### src/diag_pkg.sv
package diag_pkg;

  // ****************************************
  // Register map (byte addresses on APB)
  // ****************************************
  localparam logic [7:0] CTRL_OFS = 8'h00;
  localparam logic [7:0] EVENT_OFS = 8'h04;
  localparam logic [7:0] STATUS_OFS = 8'h08;
  localparam logic [7:0] SLOT_OFS = 8'h0C;
  localparam logic [7:0] SERVICE_OFS = 8'h10;
  localparam logic [7:0] READ_OFS = 8'h14;
  localparam logic [7:0] RDATA_OFS = 8'h18;

  // ****************************************
  // Station status bit positions
  // ****************************************
  localparam int PRM_FAULT_BIT = 6;
  localparam int EXT_DIAG_BIT = 3;
  localparam int CFG_FAULT_BIT = 2;
  localparam int NOT_SUPP_BIT = 4;
  localparam int NOT_READY_BIT = 1;
  localparam int SYNC_BIT = 5;
  localparam int FREEZE_BIT = 4;
  localparam int WD_BIT = 3;
  localparam int SLAVE_BIT = 2;
  localparam int PRM_REQ_BIT = 0;
  localparam int OVF_BIT = 7;

  // ****************************************
  // Report layout and fixed values
  // ****************************************
  localparam logic [7:0] EXT_HEADER = 8'h09;
  localparam logic [7:0] STATUS_TYPE = 8'h82;
  localparam logic [7:0] STATUS_IDENTIFIER_BYTE = 8'h00;
  localparam logic [7:0] MOD_VALID = 8'h00;
  localparam logic [7:0] MOD_INVALID = 8'h03;
  localparam logic [7:0] STD_LEN = 8'd6;
  localparam logic [7:0] FULL_LEN = 8'd15;
  localparam logic [7:0] MAX_LEN = 8'd241;
  localparam logic [7:0] ADDR_RESET = 8'hFF;

  // Event strobes written by the protocol engine through EVENT_OFS
  typedef struct packed {
    logic prmValid;
    logic prmReject;
    logic cfgReject;
    logic unsupported;
    logic syncCmd;
    logic freezeCmd;
    logic crcError;
    logic clearAll;
  } events_s;

endpackage

### src/dp_slave_diagnosis_report.sv
// The APB interface to the registers and the placing of the registers are this design's own decisions.
`timescale 1ns/100ps
module dp_slave_diagnosis_report import diag_pkg::*; #(
  parameter logic [15:0] DEVICE_IDENT = 16'hA5A5, // Arbitrary neutral value
  parameter int REPORT_LEN = 15
) (
  input wire logic ref_clk,
  input wire logic rst_n,
  input wire logic psel,
  input wire logic penable,
  input wire logic pwrite,
  input wire logic [7:0] paddr,
  input wire logic [31:0] pwdata,
  output logic [31:0] prdata,
  output logic pready,
  output logic pslverr,
  input wire logic [7:0] masterAddr,
  output logic [7:0] reportByte,
  output logic reportValid,
  output logic reportLast
);

  // ****************************************
  // Elaboration checks
  // ****************************************
  // A frame shorter than the module status block or past the limit cannot be served
  if (REPORT_LEN < 11 || REPORT_LEN > int'(MAX_LEN)) begin : gBadLen
    $error("REPORT_LEN out of range");
  end

  typedef enum {IDLE, SEND} state_e;

  // ****************************************
  // State
  // ****************************************
  logic prmFault, cfgFault, notSupp, syncMode, freezeMode, crcErr, extEnable;
  logic notReady, wdOn;
  logic [7:0] storedAddr, slotNo;
  logic [31:0] service;
  logic [7:0] byteIdx;
  state_e state;
  logic next_prmFault, next_cfgFault, next_notSupp, next_syncMode, next_freezeMode;
  logic next_crcErr, next_extEnable, next_notReady, next_wdOn;
  logic [7:0] next_storedAddr, next_slotNo, next_byteIdx;
  logic [31:0] next_service, next_prdata;
  state_e next_state;
  logic next_pready, next_pslverr, next_reportValid, next_reportLast;
  logic [7:0] next_reportByte;
  logic [7:0] status1, status2, status3, lenByte, curByte, modStatus;
  events_s ev;
  logic wrAcc, rdAcc, startRead;

  assign wrAcc = psel && penable && pwrite && !pready;
  assign rdAcc = psel && penable && !pwrite && !pready;
  assign ev = (wrAcc && paddr == EVENT_OFS) ? events_s'(pwdata[7:0]) : '0;
  assign startRead = wrAcc && paddr == READ_OFS;

  // Status bytes; master-owned bits left zero for the master to fill
  always_comb begin
    status1 = 8'h00;
    status1[PRM_FAULT_BIT] = prmFault;
    status1[EXT_DIAG_BIT] = extEnable;
    status1[CFG_FAULT_BIT] = cfgFault;
    status1[NOT_SUPP_BIT] = notSupp;
    status1[NOT_READY_BIT] = notReady;
    status2 = 8'h00; // Bit 6 reserved stays zero
    status2[SYNC_BIT] = syncMode;
    status2[FREEZE_BIT] = freezeMode;
    status2[WD_BIT] = wdOn;
    status2[SLAVE_BIT] = 1'b1;
    status2[PRM_REQ_BIT] = prmFault || cfgFault;
    status3 = 8'h00; // Block never overflows, so bit 7 stays clear
    modStatus = crcErr ? MOD_INVALID : MOD_VALID;
    lenByte = EXT_HEADER;
  end

  // Byte selector for the frame, in transmit order
  always_comb begin
    case (byteIdx)
      8'd0: curByte = status1;
      8'd1: curByte = status2;
      8'd2: curByte = status3;
      8'd3: curByte = storedAddr;
      8'd4: curByte = DEVICE_IDENT[15:8];
      8'd5: curByte = DEVICE_IDENT[7:0];
      8'd6: curByte = lenByte;
      8'd7: curByte = STATUS_TYPE; // Device data begins at byte 8
      8'd8: curByte = slotNo;
      8'd9: curByte = STATUS_IDENTIFIER_BYTE;
      8'd10: curByte = modStatus;
      8'd11: curByte = service[31:24];
      8'd12: curByte = service[23:16];
      8'd13: curByte = service[15:8];
      8'd14: curByte = service[7:0];
      default: curByte = 8'h00;
    endcase
  end

  // ****************************************
  // Event flags and APB register writes
  // ****************************************
  always_comb begin
    next_prmFault = prmFault;
    next_cfgFault = cfgFault;
    next_notSupp = notSupp;
    next_syncMode = syncMode;
    next_freezeMode = freezeMode;
    next_crcErr = crcErr;
    next_storedAddr = storedAddr;
    next_extEnable = extEnable;
    next_notReady = notReady;
    next_wdOn = wdOn;
    next_slotNo = slotNo;
    next_service = service;
    if (ev.clearAll) begin
      next_prmFault = 1'b0;
      next_cfgFault = 1'b0;
      next_notSupp = 1'b0;
      next_syncMode = 1'b0;
      next_freezeMode = 1'b0;
      next_crcErr = 1'b0;
    end
    // Sets placed after the clear so a coincident event wins
    if (ev.prmReject) begin
      next_prmFault = 1'b1;
    end else if (ev.prmValid) begin
      next_prmFault = 1'b0;
      next_storedAddr = masterAddr;
    end
    if (ev.cfgReject) next_cfgFault = 1'b1;
    if (ev.unsupported) next_notSupp = 1'b1;
    if (ev.syncCmd) next_syncMode = 1'b1;
    if (ev.freezeCmd) next_freezeMode = 1'b1;
    if (ev.crcError) next_crcErr = 1'b1;
    if (wrAcc) begin
      if (paddr == CTRL_OFS) begin
        next_extEnable = pwdata[0];
        next_notReady = pwdata[1];
        next_wdOn = pwdata[2];
      end else if (paddr == SLOT_OFS) begin
        next_slotNo = pwdata[7:0];
      end else if (paddr == SERVICE_OFS) begin
        next_service = pwdata;
      end
    end
  end

  always_ff @(posedge ref_clk) begin
    if (!rst_n) begin
      prmFault <= 1'b0;
      cfgFault <= 1'b0;
      notSupp <= 1'b0;
      syncMode <= 1'b0;
      freezeMode <= 1'b0;
      crcErr <= 1'b0;
      storedAddr <= ADDR_RESET;
      extEnable <= 1'b1;
      notReady <= 1'b1;
      wdOn <= 1'b0;
      slotNo <= 8'h00;
      service <= 32'h0000_0000;
    end else begin
      prmFault <= next_prmFault;
      cfgFault <= next_cfgFault;
      notSupp <= next_notSupp;
      syncMode <= next_syncMode;
      freezeMode <= next_freezeMode;
      crcErr <= next_crcErr;
      storedAddr <= next_storedAddr;
      extEnable <= next_extEnable;
      notReady <= next_notReady;
      wdOn <= next_wdOn;
      slotNo <= next_slotNo;
      service <= next_service;
    end
  end

  // ****************************************
  // Frame streamer: runs by itself once started
  // ****************************************
  always_comb begin
    next_state = state;
    next_byteIdx = byteIdx;
    next_reportValid = 1'b0;
    next_reportLast = 1'b0;
    next_reportByte = reportByte;
    case (state)
      IDLE: begin
        if (startRead) begin
          next_state = SEND;
          next_byteIdx = 8'd0;
        end
      end
      SEND: begin
        next_reportValid = 1'b1;
        next_reportByte = curByte;
        // Short frame without extended block when disabled
        if (byteIdx == (extEnable ? 8'(REPORT_LEN - 1) : (STD_LEN - 8'd1))) begin
          next_reportLast = 1'b1;
          next_state = IDLE;
        end else begin
          next_byteIdx = byteIdx + 8'd1;
        end
      end
      default: next_state = IDLE;
    endcase
  end

  always_ff @(posedge ref_clk) begin
    if (!rst_n) begin
      state <= IDLE;
      byteIdx <= 8'd0;
      reportValid <= 1'b0;
      reportLast <= 1'b0;
      reportByte <= 8'h00;
    end else begin
      state <= next_state;
      byteIdx <= next_byteIdx;
      reportValid <= next_reportValid;
      reportLast <= next_reportLast;
      reportByte <= next_reportByte;
    end
  end

  // ****************************************
  // APB slave: one wait cycle, then pready
  // ****************************************
  always_comb begin
    next_pready = 1'b0;
    next_pslverr = 1'b0;
    next_prdata = 32'h0000_0000;
    if (rdAcc) begin
      next_pready = 1'b1;
      if (paddr == CTRL_OFS) begin
        next_prdata = {29'h0, wdOn, notReady, extEnable};
      end else if (paddr == STATUS_OFS) begin
        next_prdata = {8'h00, status3, status2, status1};
      end else if (paddr == SLOT_OFS) begin
        next_prdata = {24'h0, slotNo};
      end else if (paddr == SERVICE_OFS) begin
        next_prdata = service;
      end else if (paddr == RDATA_OFS) begin
        next_prdata = {16'h0, modStatus, storedAddr};
      end else if (paddr != EVENT_OFS && paddr != READ_OFS) begin
        next_pslverr = 1'b1; // Unmapped address
      end
    end else if (wrAcc) begin
      next_pready = 1'b1;
      if (paddr != CTRL_OFS && paddr != EVENT_OFS && paddr != SLOT_OFS &&
          paddr != SERVICE_OFS && paddr != READ_OFS) begin
        next_pslverr = 1'b1;
      end
    end
  end

  always_ff @(posedge ref_clk) begin
    if (!rst_n) begin
      pready <= 1'b0;
      pslverr <= 1'b0;
      prdata <= 32'h0000_0000;
    end else begin
      pready <= next_pready;
      pslverr <= next_pslverr;
      prdata <= next_prdata;
    end
  end
endmodule // dp_slave_diagnosis_report

### config.mk
export PLATFORM = sky130hd
export DESIGN_NAME = dp_slave_diagnosis_report
export DESIGN_NICKNAME = d
export VERILOG_FILES = /design/src/diag_pkg.sv /design/src/dp_slave_diagnosis_report.sv
export SDC_FILE = /design/constraint.sdc
export NUM_CORES = 1
export LEC_CHECK = 0
export ABC_AREA = 1
export BUFFER_PORTS_ARGS = -buffer_cell sky130_fd_sc_hd__buf_4
export CORE_MARGIN = 4
export CORE_UTILIZATION = 40
export DETAILED_ROUTE_END_ITERATION = 12
export GPL_TIMING_DRIVEN = 0
export PLACE_DENSITY_LB_ADDON = 0.3
export SYNTH_ARGS = -nofsm -noshare
export SYNTH_HDL_FRONTEND = slang
export SYNTH_SLANG_ARGS = --single-unit
### constraint.sdc
create_clock -name ref_clk -period 2.7 [get_ports ref_clk]
set_input_delay 0.27 -clock ref_clk [delete_from_list [all_inputs] [get_ports ref_clk]]
set_output_delay 0.27 -clock ref_clk [all_outputs]
set_load 0.05 [all_outputs]
==> results.md <==
- The flow ran to the end, and the final reports show no timing, DRC or antenna violations.
- The post-synthesis compound-gate area fraction is 0.146.
- The DRC marker count from the first detailed-route iteration is 436.
- After floorplanning, the core was divided into 40 placement rows.
- The half-perimeter wire length after detailed placement is 11.5 mm.
- The growth of design area from synthesis to finish is 24.2%.
- The clock period could shrink to 2.01 ns.
- The antenna diode count is 0.
- Of the total synthesized cell area, the portion taken by AND, OR, NAND and NOR gates is 0.303.
- The number of nets in the layout is 850.
- Measured on the finished design, the core utilization comes to 0.508.
- The transition at the pin with the smallest max-transition slack is 0.784 ns.
- The share of the yosys chip area belonging to registers is 0.446.
- Of the post-synthesis cell area, the part taken by muxes is 0.
- The dominant combinational cell family by area after synthesis is simple AND/OR/NAND/NOR gates.
- CTS placed an instance of clkbuf_16 at the clock tree root.
- Total power for the finished layout comes to 3.02 mW.
- The worst setup path is captured at a flop.
- The number of global-route vias before repair was 4785.
- The layout has 1226 filler cells.
- The buffers inserted during post-CTS setup optimization is 0.
- The library cell contributing the largest single delay on the critical path is nor2_1.
- The count of input and output buffers is 95.
- Among all flip-flop cells after synthesis, the most frequent one is dfxtp_1.
- The share of post-route cells with drive strength above 1 is 0.199.
- The portion of total power attributed to combinational logic is 0.048.
- The total of hold buffers inserted after clock tree synthesis is 0.
- The total count of max-transition violations in the final report is 0.
- Of the available clock period, the critical path in the final layout requires 0.744.
- The clock slew seen by the registers of the worst setup and hold paths is 0.07 ns.
- Across all layers, the routed design uses 4950 vias.
- Summing all flip-flop and latch instances after layout gives 2200 µm².
- The global route total overflow is 0.
- Setup repair after global routing left no endpoint under its margin.
- The final count of negative-setup-slack endpoints is 0.
- The clock latency at the later pin of the worst-skew pair is 0.36 ns.
- Of the total power, registers draw 0.538.
- The net switching power of the design is 0.702 mW.
- The initial utilization of the core area, before any placement, comes to 0.409.
- The H-tree was split into 3 levels.
- The number of antenna violations at the first check in global routing is 0.
- Traced cell by cell, the critical path runs through inv_1 > ha_1 > inv_1 > nor2_1 > nand4_1 > nand2_1 > nor2_1 > nand3_1 > nand2_1 > a21oi_1.
- In the final routed layout, each cell accounts on average for 15.7 µm.
- Max-cap violations in this run came to 0.
- The cell area after synthesis is 4930 µm².
- Together, buffers and inverters on the worst path number 2.
- Counting every instance in the synthesized netlist gives 687.
- Of the total power, the share spent switching nets is 0.232.
- The worst relative slew slack is 0.477.
- The total CTS buffers is 9.
- The core area is 12100 µm².
- The worst setup path is launched from a flop.
- After the flow finishes, the layout carries non-filler instances totaling 966.
- The final number of hold-violating endpoints was 0.
- The adder-cell share of the synthesized area is 0.0101.
- The first global-routing pass estimated 24.4 mm of wire.
- The largest vdd supply drop is 286 µV.
- Before antenna repair, the detailed router went through 5 iterations.
- The tree built by TritonCTS fans out to 110 sinks.
- The relative contribution of the clock network to total power is 0.415.
- The setup TNS after final layout is 0 ns.
- The static leakage power is 2.58 nW.
- The sum of routed wire length over all layers is 15.2 mm.
- The worst path arrival time is 2.30 ns.
- The placed instance count is 950.
- Entering global routing, the biggest net connects 19 pins.
- The count of distinct cell types in the synthesized netlist is 40.
- The post-CTS resize count is 0.
- The floorplan step defined a die boundary enclosing 14200 µm².
- The largest single stage delay on the critical path is 0.49 ns.
- The data required time of the critical path is 2.99 ns.
- Final hold analysis gives a worst-case slack of 0.173 ns.
- The number of flops mapped to enable cells by yosys is 0.
- After detailed placement, the total cell area comes to 5860 µm².
- Derived from the worst setup path, the maximum achievable clock frequency is 498 MHz.
- For the final database, setup skew stands at 0.00453 ns.
- The CTS tree is yes.
- The internal power of the cells is 2.32 mW.
- The cell type group with the largest total delay on the critical path is simple AND/OR/NAND/NOR gates.
- After detailed routing, the number of vias per cell comes to 5.12.
- The synthesized design contains 110 register bits.
- The synthesis warning total is 0.
- The number of nets handed over by synthesis was 744.
- Summing all multi-input logic gate instances after layout gives 2280 µm².
- The global routing usage summed across all routing layers is 0.218.
- In this run the worst path has a maximum fanout of 8.
- The count of nets left with antenna violations once routing finished came out at 0.
- The clock tree buffer depth is 2.
- The floorplan step set the die width to 119 µm.
- At the end of routability-driven placement, the weighted congestion stood at 0.953.
- The class of the worst hold path is in -> reg.
- A synthesized cell averages 7.18 µm².
- At the placement stage, the worst setup path has a slack of 0.700 ns.
- Across all setup checks in the final design, the least slack found is 0.690 ns.
- Pin placement for this block handled 97 I/O pins.
- The area of all placed cells without fillers is 6130 µm².
- In this run the vertical extent of the chip is 119 µm.
- Of the total synthesized cell area, the portion taken by XOR and XNOR cells is 0.00355.
- The DRC violation count after routing is 0.
- The share of flip-flops with an asynchronous set or reset after synthesis is 0.
- The setup path with the least slack is of type reg -> reg.
- In this run the power density over the cells is 493 nW/µm².
[power by group through the flow]
stage / registers [mW] / clock network, mW / logic [mW]
final: 1.62 / 1.25 / 0.144
after global routing: 1.62 / 1.35 / 0.158
after CTS: 1.62 / 1.28 / 0.144
after detailed placement: 1.66 / 0 / 0.144
after global placement: 1.66 / 0 / 0.144
after floorplan: 1.67 / 0 / 0.0511
[flip-flops by register name (all words and copies together), names as in the netlist, 8 cells and up]
register    count
service        32
byteIdx         8
storedAddr      8
slotNo          8
prdata         32
reportByte      8
[worst reg2reg max path: stages (launching register included)]
cell,delay [ns]
dfxtp_1,0.37
inv_1,0.14
ha_1,0.19
inv_1,0.06
nor2_1,0.49
nand4_1,0.22
nand2_1,0.12
nor2_1,0.05
nand3_1,0.11
nand2_1,0.07
a21oi_1,0.12
[layout by cell type (no fill, tap or decap), types with 2 or more instances in the layout]
| master | count |
|---|---|
| nand2_1 | 126 |
| dfxtp_1 | 110 |
| buf_4 | 98 |
| nor2_1 | 77 |
| inv_1 | 73 |
| nand3_1 | 68 |
| a21oi_1 | 66 |
| o21ai_0 | 35 |
| o21ai_1 | 17 |
| nand4_1 | 14 |
| nor3_1 | 14 |
| clkbuf_1 | 12 |
| buf_2 | 11 |
| clkbuf_16 | 9 |
| nor2_2 | 8 |
| nand2_2 | 7 |
| o211ai_1 | 6 |
| inv_2 | 5 |
| ha_1 | 4 |
| nor2_4 | 3 |
| nand3_2 | 3 |
| clkinv_2 | 3 |
| buf_6 | 2 |
| clkinv_1 | 2 |
| and2_1 | 2 |
| o22ai_1 | 2 |
| or2_2 | 2 |
| o221ai_1 | 2 |
| inv_6 | 2 |
[Yosys cell counts, types with 2 or more instances]
| cell type | instances | area share |
|---|---|---|
| nor2_4 | 3 | 0.0068 |
| nand2_1 | 126 | 0.096 |
| o211ai_1 | 6 | 0.0091 |
| nand2_2 | 7 | 0.0089 |
| clkinv_1 | 2 | 0.0015 |
| dfxtp_1 | 110 | 0.45 |
| nor3_1 | 14 | 0.014 |
| inv_2 | 5 | 0.0038 |
| nand3_2 | 3 | 0.0061 |
| buf_2 | 11 | 0.011 |
| nand4_1 | 14 | 0.018 |
| buf_4 | 3 | 0.0046 |
| o221ai_1 | 2 | 0.0036 |
| nor2_1 | 77 | 0.059 |
| nand3_1 | 68 | 0.069 |
| or2_2 | 2 | 0.0025 |
| clkbuf_1 | 11 | 0.0084 |
| and2_1 | 2 | 0.0025 |
| buf_6 | 2 | 0.0046 |
| o21ai_1 | 17 | 0.017 |
| o21ai_0 | 35 | 0.036 |
| o22ai_1 | 2 | 0.0025 |
| nor2_2 | 8 | 0.010 |
| ha_1 | 4 | 0.010 |
| a21oi_1 | 66 | 0.067 |
| inv_1 | 73 | 0.056 |
[area by class of cell]
| type | count | share of cell area |
|---|---|---|
| plain buffers | 27 | 0.0231 |
| clock inverters | 6 | 0.00714 |
| inverters | 81 | 0.0498 |
| multi-input cells | 469 | 0.373 |
| flip-flops and latches | 110 | 0.359 |
| repair buffers | 95 | 0.116 |
| clock buffers | 10 | 0.0374 |
| well taps | 168 | 0.0343 |
[path summary, 6_finish.rpt]
kind / startpoint / to / slack, ns / cells past startpoint
setup / recovery: byteIdx[1] / reportByte[2] / 0.69 / 10
hold / removal: masterAddr[1] / storedAddr[1] / 0.17 / 3
setup reg to reg: byteIdx[1] / reportByte[2] / 0.69 / 10
hold reg to reg: service[20] / prdata[20] / 0.46 / 2
[cell families after synthesis]
group	after synthesis
AO/OA/AOI/OAI	134
XOR/XNOR	2
adder cells (fa/ha/maj)	4
buffers and inverters	108
flip-flops	110
AND/OR/NAND/NOR	329
[per-layer routing]
metal  part of all wire  global-route usage
met1               0.43               0.295
met4              0.027              0.0891
met3              0.081              0.0489
met5                  0                   0
met2               0.46               0.337
Note: power is estimated with default switching activity, not from simulation.
